===== src/hw/ats_pkg.sv =====
// Package with register map, field positions and bus carriers of the asynchronous timer block.
package ats_pkg;

  // ----------------------------------------------------------------------
  // Register indices; the byte address is four times the index.
  // ----------------------------------------------------------------------
  localparam logic [9:0] IDX_FLAGS = 10'h037;
  localparam logic [9:0] IDX_ASYNC_STATUS = 10'h0B6;
  localparam logic [9:0] IDX_MASK = 10'h070;
  localparam logic [9:0] IDX_GEN_CTRL = 10'h043;
  localparam logic [9:0] IDX_COUNTER = 10'h0B2;
  localparam logic [9:0] IDX_COMPARE_A = 10'h0B3;
  localparam logic [9:0] IDX_COMPARE_B = 10'h0B4;
  localparam logic [9:0] IDX_CONTROL_A = 10'h0B0;
  localparam logic [9:0] IDX_CONTROL_B = 10'h0B1;

  // ----------------------------------------------------------------------
  // Field positions.
  // ----------------------------------------------------------------------
  localparam int BIT_EXT_CLOCK_ENABLE = 6;
  localparam int BIT_ASYNC_CLOCK_SELECT = 5;
  localparam int BIT_COUNTER_BUSY = 4;
  localparam int BIT_TIMER_SYNC_MODE = 7;
  localparam int BIT_ASYNC_PRESCALER_RESET = 1;
  localparam int BIT_SYNC_PRESCALER_RESET = 0;
  localparam int BIT_COMPARE_B = 2;
  localparam int BIT_COMPARE_A = 1;
  localparam int BIT_OVERFLOW = 0;
  localparam int BIT_WGM2 = 3;

  // Busy flag order inside the five-bit busy vector.
  localparam int BUSY_COUNTER = 4;
  localparam int BUSY_COMPARE_A = 3;
  localparam int BUSY_COMPARE_B = 2;
  localparam int BUSY_CONTROL_A = 1;
  localparam int BUSY_CONTROL_B = 0;

  // Writable bits of the control registers; the rest read as zero.
  localparam logic [7:0] CONTROL_A_MASK = 8'hF3;
  localparam logic [7:0] CONTROL_B_MASK = 8'h0F;

  // ----------------------------------------------------------------------
  // Values after reset and fixed counts.
  // ----------------------------------------------------------------------
  localparam logic [7:0] RESET_BYTE = 8'h00;
  localparam logic [7:0] COUNT_MAX = 8'hFF;
  localparam logic [7:0] COUNT_BOTTOM = 8'h00;
  localparam logic [9:0] PRESCALER_RESET = 10'h000;

  // ----------------------------------------------------------------------
  // Carriers.
  // ----------------------------------------------------------------------
  typedef struct packed {
    logic psel;
    logic penable;
    logic pwrite;
    logic [11:0] paddr;
    logic [31:0] pwdata;
  } ats_apb_req_t;

  typedef struct packed {
    logic [31:0] prdata;
    logic pready;
    logic pslverr;
  } ats_apb_rsp_t;

  // Bit 2 compare B, bit 1 compare A, bit 0 overflow.
  typedef logic [2:0] ats_irq_t;

endpackage : ats_pkg


===== src/hw/ats_sync2.sv =====
// Two-flop synchronizer with asynchronous active-low reset.
`timescale 1ns/100ps
module ats_sync2 (
  // Clock and reset.
  input wire logic clk,
  input wire logic rstn,
  // Data.
  input wire logic d,
  output logic q
);

  // ----------------------------------------------------------------------
  // State.
  // ----------------------------------------------------------------------
  typedef struct packed {
    logic meta;
    logic stable;
  } ats_sync_state_t;

  ats_sync_state_t s_r;
  ats_sync_state_t s_nxt;

  // The first stage feeds only the second stage.
  always_comb begin
    s_nxt.meta = d;
    s_nxt.stable = s_r.meta;
  end

  // Both stages clear on reset.
  always_ff @(posedge clk or negedge rstn) begin
    if (!rstn) begin
      s_r <= '0;
    end else begin
      s_r <= s_nxt;
    end
  end

  assign q = s_r.stable;

endmodule : ats_sync2


===== src/hw/ats_timer.sv =====
// Asynchronous timer with update handshake, flags, masks and prescaler reset control.
//
// Overview of operation
// [RQ1] Timer clocks from the system clock, or from the oscillator pin when selected.
// [RQ2] Changing the clock select may corrupt counter, compares and controls.
// [RQ3] Counter write in async mode sets busy; cleared when counter loads.
// [RQ4] Compare A write in async mode sets busy; cleared when loaded.
// [RQ5] Compare B write in async mode sets busy; cleared when loaded.
// [RQ6] Control A write in async mode sets busy; cleared when loaded.
// [RQ7] Control B write in async mode sets busy; cleared when loaded.
// [RQ8] Software must not write a register while its busy flag is set.
// [RQ9] Counter reads live value; compares and controls read their holding registers.
// [RQ10] Three enables gate flags with the global interrupt bit into requests.
// [RQ11] Compare B flag sets when counter matches compare B.
// [RQ12] Compare A flag sets when counter matches compare A.
// [RQ13] Overflow flag sets on overflow, or at bottom turn in PWM.
// [RQ14] Flags clear on vector execution or on write of one.
// [RQ15] Sync mode holds both prescaler resets; leaving it clears them.
// [RQ16] Async prescaler reset self-clears, waits in async mode, holds in sync mode.
// [RQ17] Shared prescaler reset self-clears unless sync mode is active.
// [RQ18] External clock enable selects input buffer; crystal runs only otherwise.
// [RQ19] Holding-register transfers cross by synchronized oscillator edges.
// [RQ20] Busy flags are read-only; writes to them are ignored.
//
// Our own choice: the APB slave port.
`timescale 1ns/100ps
module ats_timer (
  // Clock and reset.
  input wire logic clk,
  input wire logic rstn,
  // Register bus.
  input wire ats_pkg::ats_apb_req_t apb_req,
  output ats_pkg::ats_apb_rsp_t apb_rsp,
  // Timer oscillator pin and global interrupt enable.
  input wire logic timer_osc_pin_one,
  input wire logic cpu_status_word_ie,
  // Interrupt vector executed, one bit per source.
  input wire ats_pkg::ats_irq_t vector_taken,
  // Interrupt requests, oscillator controls and shared prescaler reset.
  output ats_pkg::ats_irq_t irq_req,
  output logic osc_crystal_enable,
  output logic ext_clock_buffer_enable,
  output logic sync_prescaler_reset
);
  import ats_pkg::*;

  // ----------------------------------------------------------------------
  // State.
  // ----------------------------------------------------------------------
  typedef struct packed {
    logic [7:0] counter_value;
    logic [7:0] compare_value_a;
    logic [7:0] compare_value_b;
    logic [7:0] timer_control_a;
    logic [7:0] timer_control_b;
    logic [7:0] hold_counter;
    logic [7:0] hold_compare_a;
    logic [7:0] hold_compare_b;
    logic [7:0] hold_control_a;
    logic [7:0] hold_control_b;
    logic [4:0] update_busy;
    logic async_clock_select;
    logic external_clock_enable;
    logic [2:0] irq_enable;
    logic [2:0] irq_flags;
    logic timer_sync_mode;
    logic async_prescaler_reset;
    logic sync_prescaler_reset;
    logic [9:0] prescaler;
    logic count_down;
    logic osc_last;
    logic [31:0] prdata;
    logic pready;
    logic pslverr;
    ats_irq_t irq_req;
    logic osc_crystal_enable;
    logic ext_clock_buffer_enable;
  } ats_state_t;

  ats_state_t s_r;
  ats_state_t s_nxt;
  logic rstn_sync;
  logic osc_sync;

  // ----------------------------------------------------------------------
  // Functions.
  // ----------------------------------------------------------------------

  // True when the byte address selects the register of the given index.
  function automatic logic addr_hit(input logic [11:0] addr, input logic [9:0] idx);
    addr_hit = (addr[11:2] == idx) && (addr[1:0] == 2'b00);
  endfunction : addr_hit

  // True when the prescaler value gives a count step for the clock select code.
  function automatic logic prescale_step(input logic [2:0] cs, input logic [9:0] ps);
    unique case (cs)
      3'h0: prescale_step = 1'b0;
      3'h1: prescale_step = 1'b1;
      3'h2: prescale_step = &ps[2:0];
      3'h3: prescale_step = &ps[4:0];
      3'h4: prescale_step = &ps[5:0];
      3'h5: prescale_step = &ps[6:0];
      3'h6: prescale_step = &ps[7:0];
      3'h7: prescale_step = &ps[9:0];
    endcase
  endfunction : prescale_step

  // ----------------------------------------------------------------------
  // Reset release and pin synchronization.
  // ----------------------------------------------------------------------
  ats_sync2 u_reset_sync (
    .clk(clk),
    .rstn(rstn),
    .d(1'b1),
    .q(rstn_sync)
  );

  ats_sync2 u_osc_sync (
    .clk(clk),
    .rstn(rstn_sync),
    .d(timer_osc_pin_one),
    .q(osc_sync)
  );

  // ----------------------------------------------------------------------
  // Next-state logic.
  // ----------------------------------------------------------------------
  always_comb begin
    logic src_tick;
    logic count_tick;
    logic setup;
    logic wr;
    logic [7:0] wd;
    logic [7:0] top;
    logic [2:0] mode;
    logic [2:0] flag_set;
    logic [2:0] flag_clr;
    logic counter_loaded;
    logic phase_correct;
    logic mapped;
    logic [7:0] rd;
    src_tick = 1'b0;
    count_tick = 1'b0;
    setup = 1'b0;
    wr = 1'b0;
    wd = RESET_BYTE;
    top = COUNT_MAX;
    mode = 3'h0;
    flag_set = 3'h0;
    flag_clr = 3'h0;
    counter_loaded = 1'b0;
    phase_correct = 1'b0;
    mapped = 1'b0;
    rd = RESET_BYTE;
    s_nxt = s_r;

    // Timer clock source: every system clock, or each rising oscillator edge.
    s_nxt.osc_last = osc_sync;
    src_tick = s_r.async_clock_select ? (osc_sync && !s_r.osc_last) : 1'b1; // [RQ1]

    // Oscillator pin drivers follow the clock source bits.
    s_nxt.osc_crystal_enable = s_r.async_clock_select && !s_r.external_clock_enable; // [RQ18]
    s_nxt.ext_clock_buffer_enable = s_r.async_clock_select && s_r.external_clock_enable; // [RQ18]

    // Holding registers move across on the synchronized oscillator edge only.
    if (s_r.async_clock_select && src_tick) begin // [RQ19]
      if (s_r.update_busy[BUSY_COUNTER]) begin
        s_nxt.counter_value = s_r.hold_counter; // [RQ3]
        s_nxt.update_busy[BUSY_COUNTER] = 1'b0; // [RQ3]
        counter_loaded = 1'b1;
      end
      if (s_r.update_busy[BUSY_COMPARE_A]) begin
        s_nxt.compare_value_a = s_r.hold_compare_a; // [RQ4]
        s_nxt.update_busy[BUSY_COMPARE_A] = 1'b0; // [RQ4]
      end
      if (s_r.update_busy[BUSY_COMPARE_B]) begin
        s_nxt.compare_value_b = s_r.hold_compare_b; // [RQ5]
        s_nxt.update_busy[BUSY_COMPARE_B] = 1'b0; // [RQ5]
      end
      if (s_r.update_busy[BUSY_CONTROL_A]) begin
        s_nxt.timer_control_a = s_r.hold_control_a; // [RQ6]
        s_nxt.update_busy[BUSY_CONTROL_A] = 1'b0; // [RQ6]
      end
      if (s_r.update_busy[BUSY_CONTROL_B]) begin
        s_nxt.timer_control_b = s_r.hold_control_b; // [RQ7]
        s_nxt.update_busy[BUSY_CONTROL_B] = 1'b0; // [RQ7]
      end
    end

    // Prescaler runs on the source clock and is held while its reset bit is set.
    if (s_r.async_prescaler_reset) begin
      s_nxt.prescaler = PRESCALER_RESET; // [RQ16]
    end else if (src_tick) begin
      s_nxt.prescaler = s_r.prescaler + 10'h001;
      count_tick = prescale_step(s_r.timer_control_b[2:0], s_r.prescaler);
    end

    // Counting sequence; a counter load blocks the step and the match of that tick.
    mode = {s_r.timer_control_b[BIT_WGM2], s_r.timer_control_a[1:0]};
    phase_correct = (mode == 3'h1) || (mode == 3'h5);
    top = (s_r.timer_control_b[BIT_WGM2] || (mode == 3'h2)) ? s_r.compare_value_a : COUNT_MAX;
    if (count_tick && !counter_loaded) begin
      flag_set[BIT_COMPARE_B] = (s_r.counter_value == s_r.compare_value_b); // [RQ11]
      flag_set[BIT_COMPARE_A] = (s_r.counter_value == s_r.compare_value_a); // [RQ12]
      if (phase_correct) begin
        if (s_r.count_down) begin
          if (s_r.counter_value == COUNT_BOTTOM) begin
            s_nxt.count_down = 1'b0;
            s_nxt.counter_value = s_r.counter_value + 8'h01;
            flag_set[BIT_OVERFLOW] = 1'b1; // [RQ13]
          end else begin
            s_nxt.counter_value = s_r.counter_value - 8'h01;
          end
        end else if (s_r.counter_value == top) begin
          s_nxt.count_down = 1'b1;
          s_nxt.counter_value = s_r.counter_value - 8'h01;
        end else begin
          s_nxt.counter_value = s_r.counter_value + 8'h01;
        end
      end else begin
        s_nxt.counter_value = (s_r.counter_value == top) ? COUNT_BOTTOM
                                                         : s_r.counter_value + 8'h01;
        flag_set[BIT_OVERFLOW] = (s_r.counter_value == COUNT_MAX) ||
                                 ((mode == 3'h7) && (s_r.counter_value == top)); // [RQ13]
      end
    end

    // Prescaler reset bits clear themselves unless sync mode holds them.
    if (!s_r.timer_sync_mode) begin
      s_nxt.sync_prescaler_reset = 1'b0; // [RQ17]
      if (!s_r.async_clock_select || src_tick) begin
        s_nxt.async_prescaler_reset = 1'b0; // [RQ16]
      end
    end

    // Register bus: answer is prepared in the setup cycle, writes land in the access cycle.
    setup = apb_req.psel && !apb_req.penable;
    wr = apb_req.psel && apb_req.penable && apb_req.pwrite && s_r.pready;
    wd = apb_req.pwdata[7:0];
    mapped = addr_hit(apb_req.paddr, IDX_FLAGS) || addr_hit(apb_req.paddr, IDX_ASYNC_STATUS) ||
             addr_hit(apb_req.paddr, IDX_MASK) || addr_hit(apb_req.paddr, IDX_GEN_CTRL) ||
             addr_hit(apb_req.paddr, IDX_COUNTER) || addr_hit(apb_req.paddr, IDX_COMPARE_A) ||
             addr_hit(apb_req.paddr, IDX_COMPARE_B) || addr_hit(apb_req.paddr, IDX_CONTROL_A) ||
             addr_hit(apb_req.paddr, IDX_CONTROL_B);
    if (addr_hit(apb_req.paddr, IDX_FLAGS)) begin
      rd = {5'h00, s_r.irq_flags};
    end else if (addr_hit(apb_req.paddr, IDX_ASYNC_STATUS)) begin
      rd = {1'b0, s_r.external_clock_enable, s_r.async_clock_select, s_r.update_busy};
    end else if (addr_hit(apb_req.paddr, IDX_MASK)) begin
      rd = {5'h00, s_r.irq_enable};
    end else if (addr_hit(apb_req.paddr, IDX_GEN_CTRL)) begin
      rd = {s_r.timer_sync_mode, 5'h00, s_r.async_prescaler_reset, s_r.sync_prescaler_reset};
    end else if (addr_hit(apb_req.paddr, IDX_COUNTER)) begin
      rd = s_r.counter_value; // [RQ9]
    end else if (addr_hit(apb_req.paddr, IDX_COMPARE_A)) begin
      rd = s_r.hold_compare_a; // [RQ9]
    end else if (addr_hit(apb_req.paddr, IDX_COMPARE_B)) begin
      rd = s_r.hold_compare_b; // [RQ9]
    end else if (addr_hit(apb_req.paddr, IDX_CONTROL_A)) begin
      rd = s_r.hold_control_a; // [RQ9]
    end else if (addr_hit(apb_req.paddr, IDX_CONTROL_B)) begin
      rd = s_r.hold_control_b; // [RQ9]
    end
    s_nxt.pready = setup;
    s_nxt.pslverr = setup && !mapped;
    if (setup) begin
      s_nxt.prdata = {24'h000000, rd};
    end

    // Register writes; in async mode the holding copy waits for the transfer.
    if (wr) begin
      if (addr_hit(apb_req.paddr, IDX_FLAGS)) begin
        flag_clr = wd[2:0]; // [RQ14]
      end
      if (addr_hit(apb_req.paddr, IDX_MASK)) begin
        s_nxt.irq_enable = wd[2:0]; // [RQ10]
      end
      if (addr_hit(apb_req.paddr, IDX_ASYNC_STATUS)) begin
        // Busy positions are not stored.
        s_nxt.external_clock_enable = wd[BIT_EXT_CLOCK_ENABLE]; // [RQ20]
        s_nxt.async_clock_select = wd[BIT_ASYNC_CLOCK_SELECT]; // [RQ1]
        if (wd[BIT_ASYNC_CLOCK_SELECT] != s_r.async_clock_select) begin
          // Pending transfers are dropped when the clock source changes.
          s_nxt.update_busy = 5'h00; // [RQ2]
          s_nxt.count_down = 1'b0; // [RQ2]
        end
      end
      if (addr_hit(apb_req.paddr, IDX_GEN_CTRL)) begin
        s_nxt.timer_sync_mode = wd[BIT_TIMER_SYNC_MODE]; // [RQ15]
        if (wd[BIT_TIMER_SYNC_MODE]) begin
          s_nxt.async_prescaler_reset = wd[BIT_ASYNC_PRESCALER_RESET]; // [RQ15]
          s_nxt.sync_prescaler_reset = wd[BIT_SYNC_PRESCALER_RESET]; // [RQ15]
        end else if (s_r.timer_sync_mode) begin
          s_nxt.async_prescaler_reset = 1'b0; // [RQ15]
          s_nxt.sync_prescaler_reset = 1'b0; // [RQ15]
        end else begin
          s_nxt.async_prescaler_reset = wd[BIT_ASYNC_PRESCALER_RESET]; // [RQ16]
          s_nxt.sync_prescaler_reset = wd[BIT_SYNC_PRESCALER_RESET]; // [RQ17]
        end
      end
      if (addr_hit(apb_req.paddr, IDX_COUNTER)) begin
        s_nxt.hold_counter = wd;
        if (s_r.async_clock_select) begin
          s_nxt.update_busy[BUSY_COUNTER] = 1'b1; // [RQ3]
          // The live count keeps stepping until the holding copy moves across.
        end else begin
          s_nxt.counter_value = wd;
        end
      end
      if (addr_hit(apb_req.paddr, IDX_COMPARE_A)) begin
        s_nxt.hold_compare_a = wd;
        if (s_r.async_clock_select) begin
          s_nxt.update_busy[BUSY_COMPARE_A] = 1'b1; // [RQ4]
          s_nxt.compare_value_a = s_r.compare_value_a;
        end else begin
          s_nxt.compare_value_a = wd;
        end
      end
      if (addr_hit(apb_req.paddr, IDX_COMPARE_B)) begin
        s_nxt.hold_compare_b = wd;
        if (s_r.async_clock_select) begin
          s_nxt.update_busy[BUSY_COMPARE_B] = 1'b1; // [RQ5]
          s_nxt.compare_value_b = s_r.compare_value_b;
        end else begin
          s_nxt.compare_value_b = wd;
        end
      end
      if (addr_hit(apb_req.paddr, IDX_CONTROL_A)) begin
        s_nxt.hold_control_a = wd & CONTROL_A_MASK;
        if (s_r.async_clock_select) begin
          s_nxt.update_busy[BUSY_CONTROL_A] = 1'b1; // [RQ6]
          s_nxt.timer_control_a = s_r.timer_control_a;
        end else begin
          s_nxt.timer_control_a = wd & CONTROL_A_MASK;
        end
      end
      if (addr_hit(apb_req.paddr, IDX_CONTROL_B)) begin
        s_nxt.hold_control_b = wd & CONTROL_B_MASK;
        if (s_r.async_clock_select) begin
          s_nxt.update_busy[BUSY_CONTROL_B] = 1'b1; // [RQ7]
          s_nxt.timer_control_b = s_r.timer_control_b;
        end else begin
          s_nxt.timer_control_b = wd & CONTROL_B_MASK;
        end
      end
    end

    // Flags: a set in the same cycle as a clear wins.
    flag_clr = flag_clr | vector_taken; // [RQ14]
    s_nxt.irq_flags = (s_r.irq_flags & ~flag_clr) | flag_set; // [RQ14]

    // Requests need enable, global interrupt bit and flag.
    s_nxt.irq_req = s_r.irq_flags & s_r.irq_enable & {3{cpu_status_word_ie}}; // [RQ10]
  end

  // ----------------------------------------------------------------------
  // State register.
  // ----------------------------------------------------------------------
  always_ff @(posedge clk or negedge rstn_sync) begin
    if (!rstn_sync) begin
      s_r <= '0;
    end else begin
      s_r <= s_nxt;
    end
  end

  // Outputs come straight from the state register.
  assign apb_rsp.prdata = s_r.prdata;
  assign apb_rsp.pready = s_r.pready;
  assign apb_rsp.pslverr = s_r.pslverr;
  assign irq_req = s_r.irq_req;
  assign osc_crystal_enable = s_r.osc_crystal_enable;
  assign ext_clock_buffer_enable = s_r.ext_clock_buffer_enable;
  assign sync_prescaler_reset = s_r.sync_prescaler_reset;

endmodule : ats_timer


===== config.mk =====
export PLATFORM = sky130hd
export DESIGN_NAME = ats_timer
export DESIGN_NICKNAME = d
export VERILOG_FILES = /design/src/hw/ats_pkg.sv /design/src/hw/ats_sync2.sv /design/src/hw/ats_timer.sv
export SDC_FILE = /design/constraint.sdc
export NUM_CORES = 1
export LEC_CHECK = 0
export ABC_AREA = 0
export BUFFER_PORTS_ARGS = -buffer_cell sky130_fd_sc_hd__buf_2
export CORE_AREA = 2 2 113 115
export DETAILED_ROUTE_END_ITERATION = 8
export DIE_AREA = 0 0 115 117
export GPL_ROUTABILITY_DRIVEN = 0
export PLACE_DENSITY = 0.77
export REMOVE_ABC_BUFFERS = 1
export SKIP_CTS_REPAIR_TIMING = 1
export SLEW_MARGIN = 10
export SYNTH_ARGS = -nofsm -noshare
export SYNTH_HDL_FRONTEND = slang
export SYNTH_SLANG_ARGS = --single-unit

===== constraint.sdc =====
create_clock -name clk -period 3.3 [get_ports clk]
set_input_delay 0.33 -clock clk [delete_from_list [all_inputs] [get_ports clk]]
set_output_delay 0.33 -clock clk [all_outputs]
set_load 0.02 [all_outputs]

-- After elaboration in Yosys (flattened, before gate mapping)
Index checks and enable logic that the tools add are counted.
- bits in registers: 121
- input bits: 54
- output and inout port bits: 40
- word-level logic and storage cells: 204
- add/subtract/negate cells: 3
- equal/unequal tests: 29
- mux-type cells: 79
- bitwise gates (word level): 6
- reduce and logical (&&, ||, !) cells: 56
- operators by type and width (operator ; count):
    $mux 8 ; 33
    $mux 90 ; 1
    $eq 10x8->1 const B ; 6
    $mux 40 ; 1
    $mux 1 ; 27
    $eq 8x8->1 ; 3
    $eq 10x7->1 const B ; 2
    $logic_and 1x1->1 ; 20
    $mux 10 ; 2
    $eq 3x3->1 const B ; 6
    $reduce_and 2->1 ; 8
    $logic_or 1x1->1 ; 12
    $mux 3 ; 4
    $ne 3x3->1 const B ; 4
    $add 10x1->10 const B ; 1
    $eq 10x6->1 const B ; 1
    $mux 2 ; 5
    $mux 5 ; 2
    $reduce_and 10->1 ; 1
    $and 3x3->3 ; 3
    $eq 3x2->1 const B ; 3
    $add 8x1->8 const B ; 1
    $eq 8x8->1 const B ; 1
    $logic_not 8->1 ; 1
    other kinds (17) ; 25

-- Depth between registers and ports, before layout
- depth in word-level cells: 12
- depth in mapped cells: 11
- gate-level depth less buffers: 10

-- Hierarchy
From an unflattened synthesis, not the netlist that was laid out.
- cell total of the unflattened synthesis: 696
- area total of the unflattened synthesis: 6259.8 um^2
- by module, submodules not included (module ; times used ; cells each ; area an instance (um^2) ; sequential area each (um^2)):
    ats_timer ; 1 ; 692 ; 6159.7 ; 2677.6
    ats_sync2 ; 2 ; 2 ; 50.0 ; 50.0

-- Worst setup path before layout
OpenSTA, ideal clock, no wires.
- path type: input to register
- from: input port apb_req[37] (netlist name)
- to: register s_r[131] (netlist name)
- setup time: 124 ps
- data arrival time: 2173 ps
- data required time: 3176 ps
- path slack: 1003 ps
- stages: 8
- buffers on the path: 2
- path through: or3_1 > buf_2 > nor4_4 > nand2_4 > o211ai_2 > and2_1 > buf_6 > a21oi_2
- cells in the longest elaborated chain, start to end: 4
- elaborated cells between the ends (all ways): 5
- classes of those cells: eq/ne (2); mux (2); reduce/logical (1)
- RTL lines (what ; RTL line ; text):
    from (decl) ; ats_timer.sv:32 ; input wire ats_pkg::ats_apb_req_t apb_req,
    $eq 10x8->1 (*) ; ats_timer.sv:91 ; addr_hit = (addr[11:2] == idx) && (addr[1:0] == 2'b00);
    $logic_and 1x1->1 (*) ; ats_timer.sv:91 ;
    $mux 8 ; ats_timer.sv:310 ; if (addr_hit(apb_req.paddr, IDX_COMPARE_A)) begin
    $mux 90 ; ats_timer.sv:271 ; if (wr) begin
    to (signal assigned) ; ats_timer.sv:363 ; s_r <= s_nxt;
    to (decl) ; ats_timer.sv:80 ; ats_state_t s_r;
Mark *: on every way between the ends. The rest lies on a longest branch, timed or not.
A chain may end at the register's enable or synchronous reset.

==> impl_metrics.ini <==
[cts]
h-tree-depth = 3
cts_tree = yes
cts-root-buf = clkbuf_16
clkLatencyLatePin_ps = 360
cts-buffers-inserted = 9
cts_sinks = 111
clockBufferDepth = 2
clk_pin_slew_ps = 70

[die]
coreArea_mm2 = 0.01231
die_y_um = 117
start_util = 0.5077
die_area_mm2 = 0.01346
row_count = 41
die_w_um = 115
io_pins = 94

[synth]
synth_edf_count = 0
yosysWarnings = 0
synthFlopType = dfrtp_1
yosys.cell_types.count = 67
syn-cell-area_mm2 = 0.006251
async_reset_ff_frac = 1.000
ys_seq_area_frac = 0.4444
yosys_register_bits = 111
synth.avg_cell_area_um2 = 9.632
synthCells = 649

[layout]
drive_above_1_share = 0.2070
fillers = 1059
diodes = 0
layout_common_cells = 110 x dfrtp_1, 73 x nand2_1, 45 x buf_2, 41 x o21ai_0, 41 x mux2_2
area_growth_pct = 8.347
multi_input_area_mm2 = 0.003067
regArea_mm2 = 0.002781
nets = 736
final_common_cell = dfrtp_1
post-route-util = 0.5501

[sta]
finalClockSkew_ps = 6.534
post-route-period-util = 0.8052
fin_ws_ps = 642.8
maxSlewViolCount = 0
grt_setup_unrepaired = no
hold_violations = 0
setup_viol = 0
max_freq_mhz = 376.3
whs_ps = 77.23
fin_crit_ps = 2657
tightestPinTransition_ps = 867.8
max-slew-margin-rel = 0.4065

[global_routing]
track_usage = 0.2469
antenna_found_initial = 0
grt_start_max_net_pins = 54
overflow = 0
grt_pass1_vias = 4856
grt_pass1_wl_um = 25450

[pwr]
powerDensity_mw_per_mm2 = 391.4
ir_drop_uv = 260.2
leakagePower_nw = 3.234
p_total_w = 0.002651

[setup_path]
cp_max_fo = 13
cp_common_cell = a2111oi_0
cpPeakStageDelay_ps = 850
crit_path_end_kind = register
crit_arrival_ps = 2890
path_buf_inv = 1
cp_cell_sequence = a2111oi_0 -> a31oi_1 -> nor2b_1 -> buf_4 -> a2111oi_0 -> nand3b_1 -> o22a_1
cpMaxStageDelayCell = a2111oi_0
cpLargestDelayFamily = compound AO/OA/AOI/OAI gates
required_ps = 3530
critical_path_class = register to register
start_kind = register

[drt]
met1Wirelength_um = 6663
ant_nets = 0
drc = 0
vias_per_cell = 6.087
route.met2.wl_um = 7419
top_layer_used = met4
wire_per_inst_um = 19.29
vias = 5058
initialDrtViolationCount = 707
wl_um = 16030
met3_length_um = 1375
drt-pass1-iter-count = 5

[outcome]
status = completed

[job]
drv_cap = 0

[placement]
hpwlAfterDp_um = 11390
preCtsSetupSlack_ps = 644.6
io_buffers = 45

[hold_path]
hp-class = input pin to register
[worst paths after layout]
| path | from | end | slack (ps) | depth (start not counted) |
|---|---|---|---|---|
| setup / recovery | s_r[145] | s_r[146] | 640 | 7 |
| setup reg to reg | s_r[145] | s_r[146] | 640 | 7 |
| min in group asynchronous | rstn | u_reset_sync.q | 280 | 2 |
| max in group asynchronous | u_reset_sync.q | s_r[52] | 2070 | 1 |
| hold reg to reg | u_osc_sync.s_nxt[0] | u_osc_sync.q | 350 | 0 |
| hold / removal | timer_osc_pin_one | u_osc_sync.s_nxt[0] | 80 | 1 |
[cell usage after synthesis, types with 8 or more instances]
cell type	n	area (µm²)
dfrtp_1	111	2778
nand2_1	73	274.0
mux2_2	41	461.7
o21ai_0	41	205.2
buf_4	37	277.8
nor2_1	33	123.9
a21oi_1	31	155.2
inv_1	22	82.58
a22oi_1	18	135.1
nor2b_1	18	112.6
clkbuf_1	16	60.06
and3_1	15	93.84
xnor2_1	15	131.4
o22ai_1	14	87.58
nand3_1	12	60.06
xor2_1	12	105.1
nand4_1	9	56.30
nor3_1	9	45.04
a21oi_2	8	70.07
[registers in the layout, indices dropped and copies added, names as in the netlist]
register and count:
apb_rsp 10, ext_clock_buffer_enable 1, sync_prescaler_reset 1, u_reset_sync.s_nxt 1
u_reset_sync.q 1, u_osc_sync.s_nxt 1, u_osc_sync.q 1, s_r 91
irq_req 3, osc_crystal_enable 1
[metrics by stage]
stage,cell area [µm²],setup TNS [ps],cells
finish,6773,0,831
global route,6773,0,831
CTS,6763,0,830
detailed placement,6452,0,814
global placement,6452,0,814
floorplan,5931,-2310,605
[routing by layer]
metal,up-vias,global-route usage
met3,48,0.04222
met4,0,0.1173
met5,-,0
met2,269,0.4004
li1,2296,-
met1,2445,0.3249
[cell families after synthesis]
kind of cell             synth area share
multiplexers                      0.08347
other                            0.001201
AND/OR/NAND/NOR                    0.1803
buffers and inverters             0.07886
flip-flops                         0.4444
XOR/XNOR                          0.03783
AO/OA/AOI/OAI                      0.1619
adder cells (fa/ha/maj)           0.01201
[worst reg2reg max path, delay by kind of cell (launching register included)]
| kind | cells | cell delay, ps |
|---|---|---|
| flops | 1 | 590 |
| simple gates | 2 | 380 |
| compound gates | 4 | 1340 |
| buf+inv | 1 | 220 |
[where the power goes]
group | leakage, nW | internal [W] | switching [W]
clock | 0.145 | 0.000632 | 0.000505
sequential | 1.41 | 0.00137 | 0.0000151
combinational | 1.67 | 0.0000305 | 0.000103
[final cells by class]
| cell class | instances | area share |
|---|---|---|
| clock buffers | 12 | 0.03787 |
| clock inverters | 4 | 0.007944 |
| inverters | 23 | 0.01275 |
| multi-input cells | 471 | 0.4528 |
| flip-flops and latches | 111 | 0.4107 |
| well taps | 150 | 0.02771 |
| repair buffers | 60 | 0.05025 |
Power figures use the tool's default switching activity.
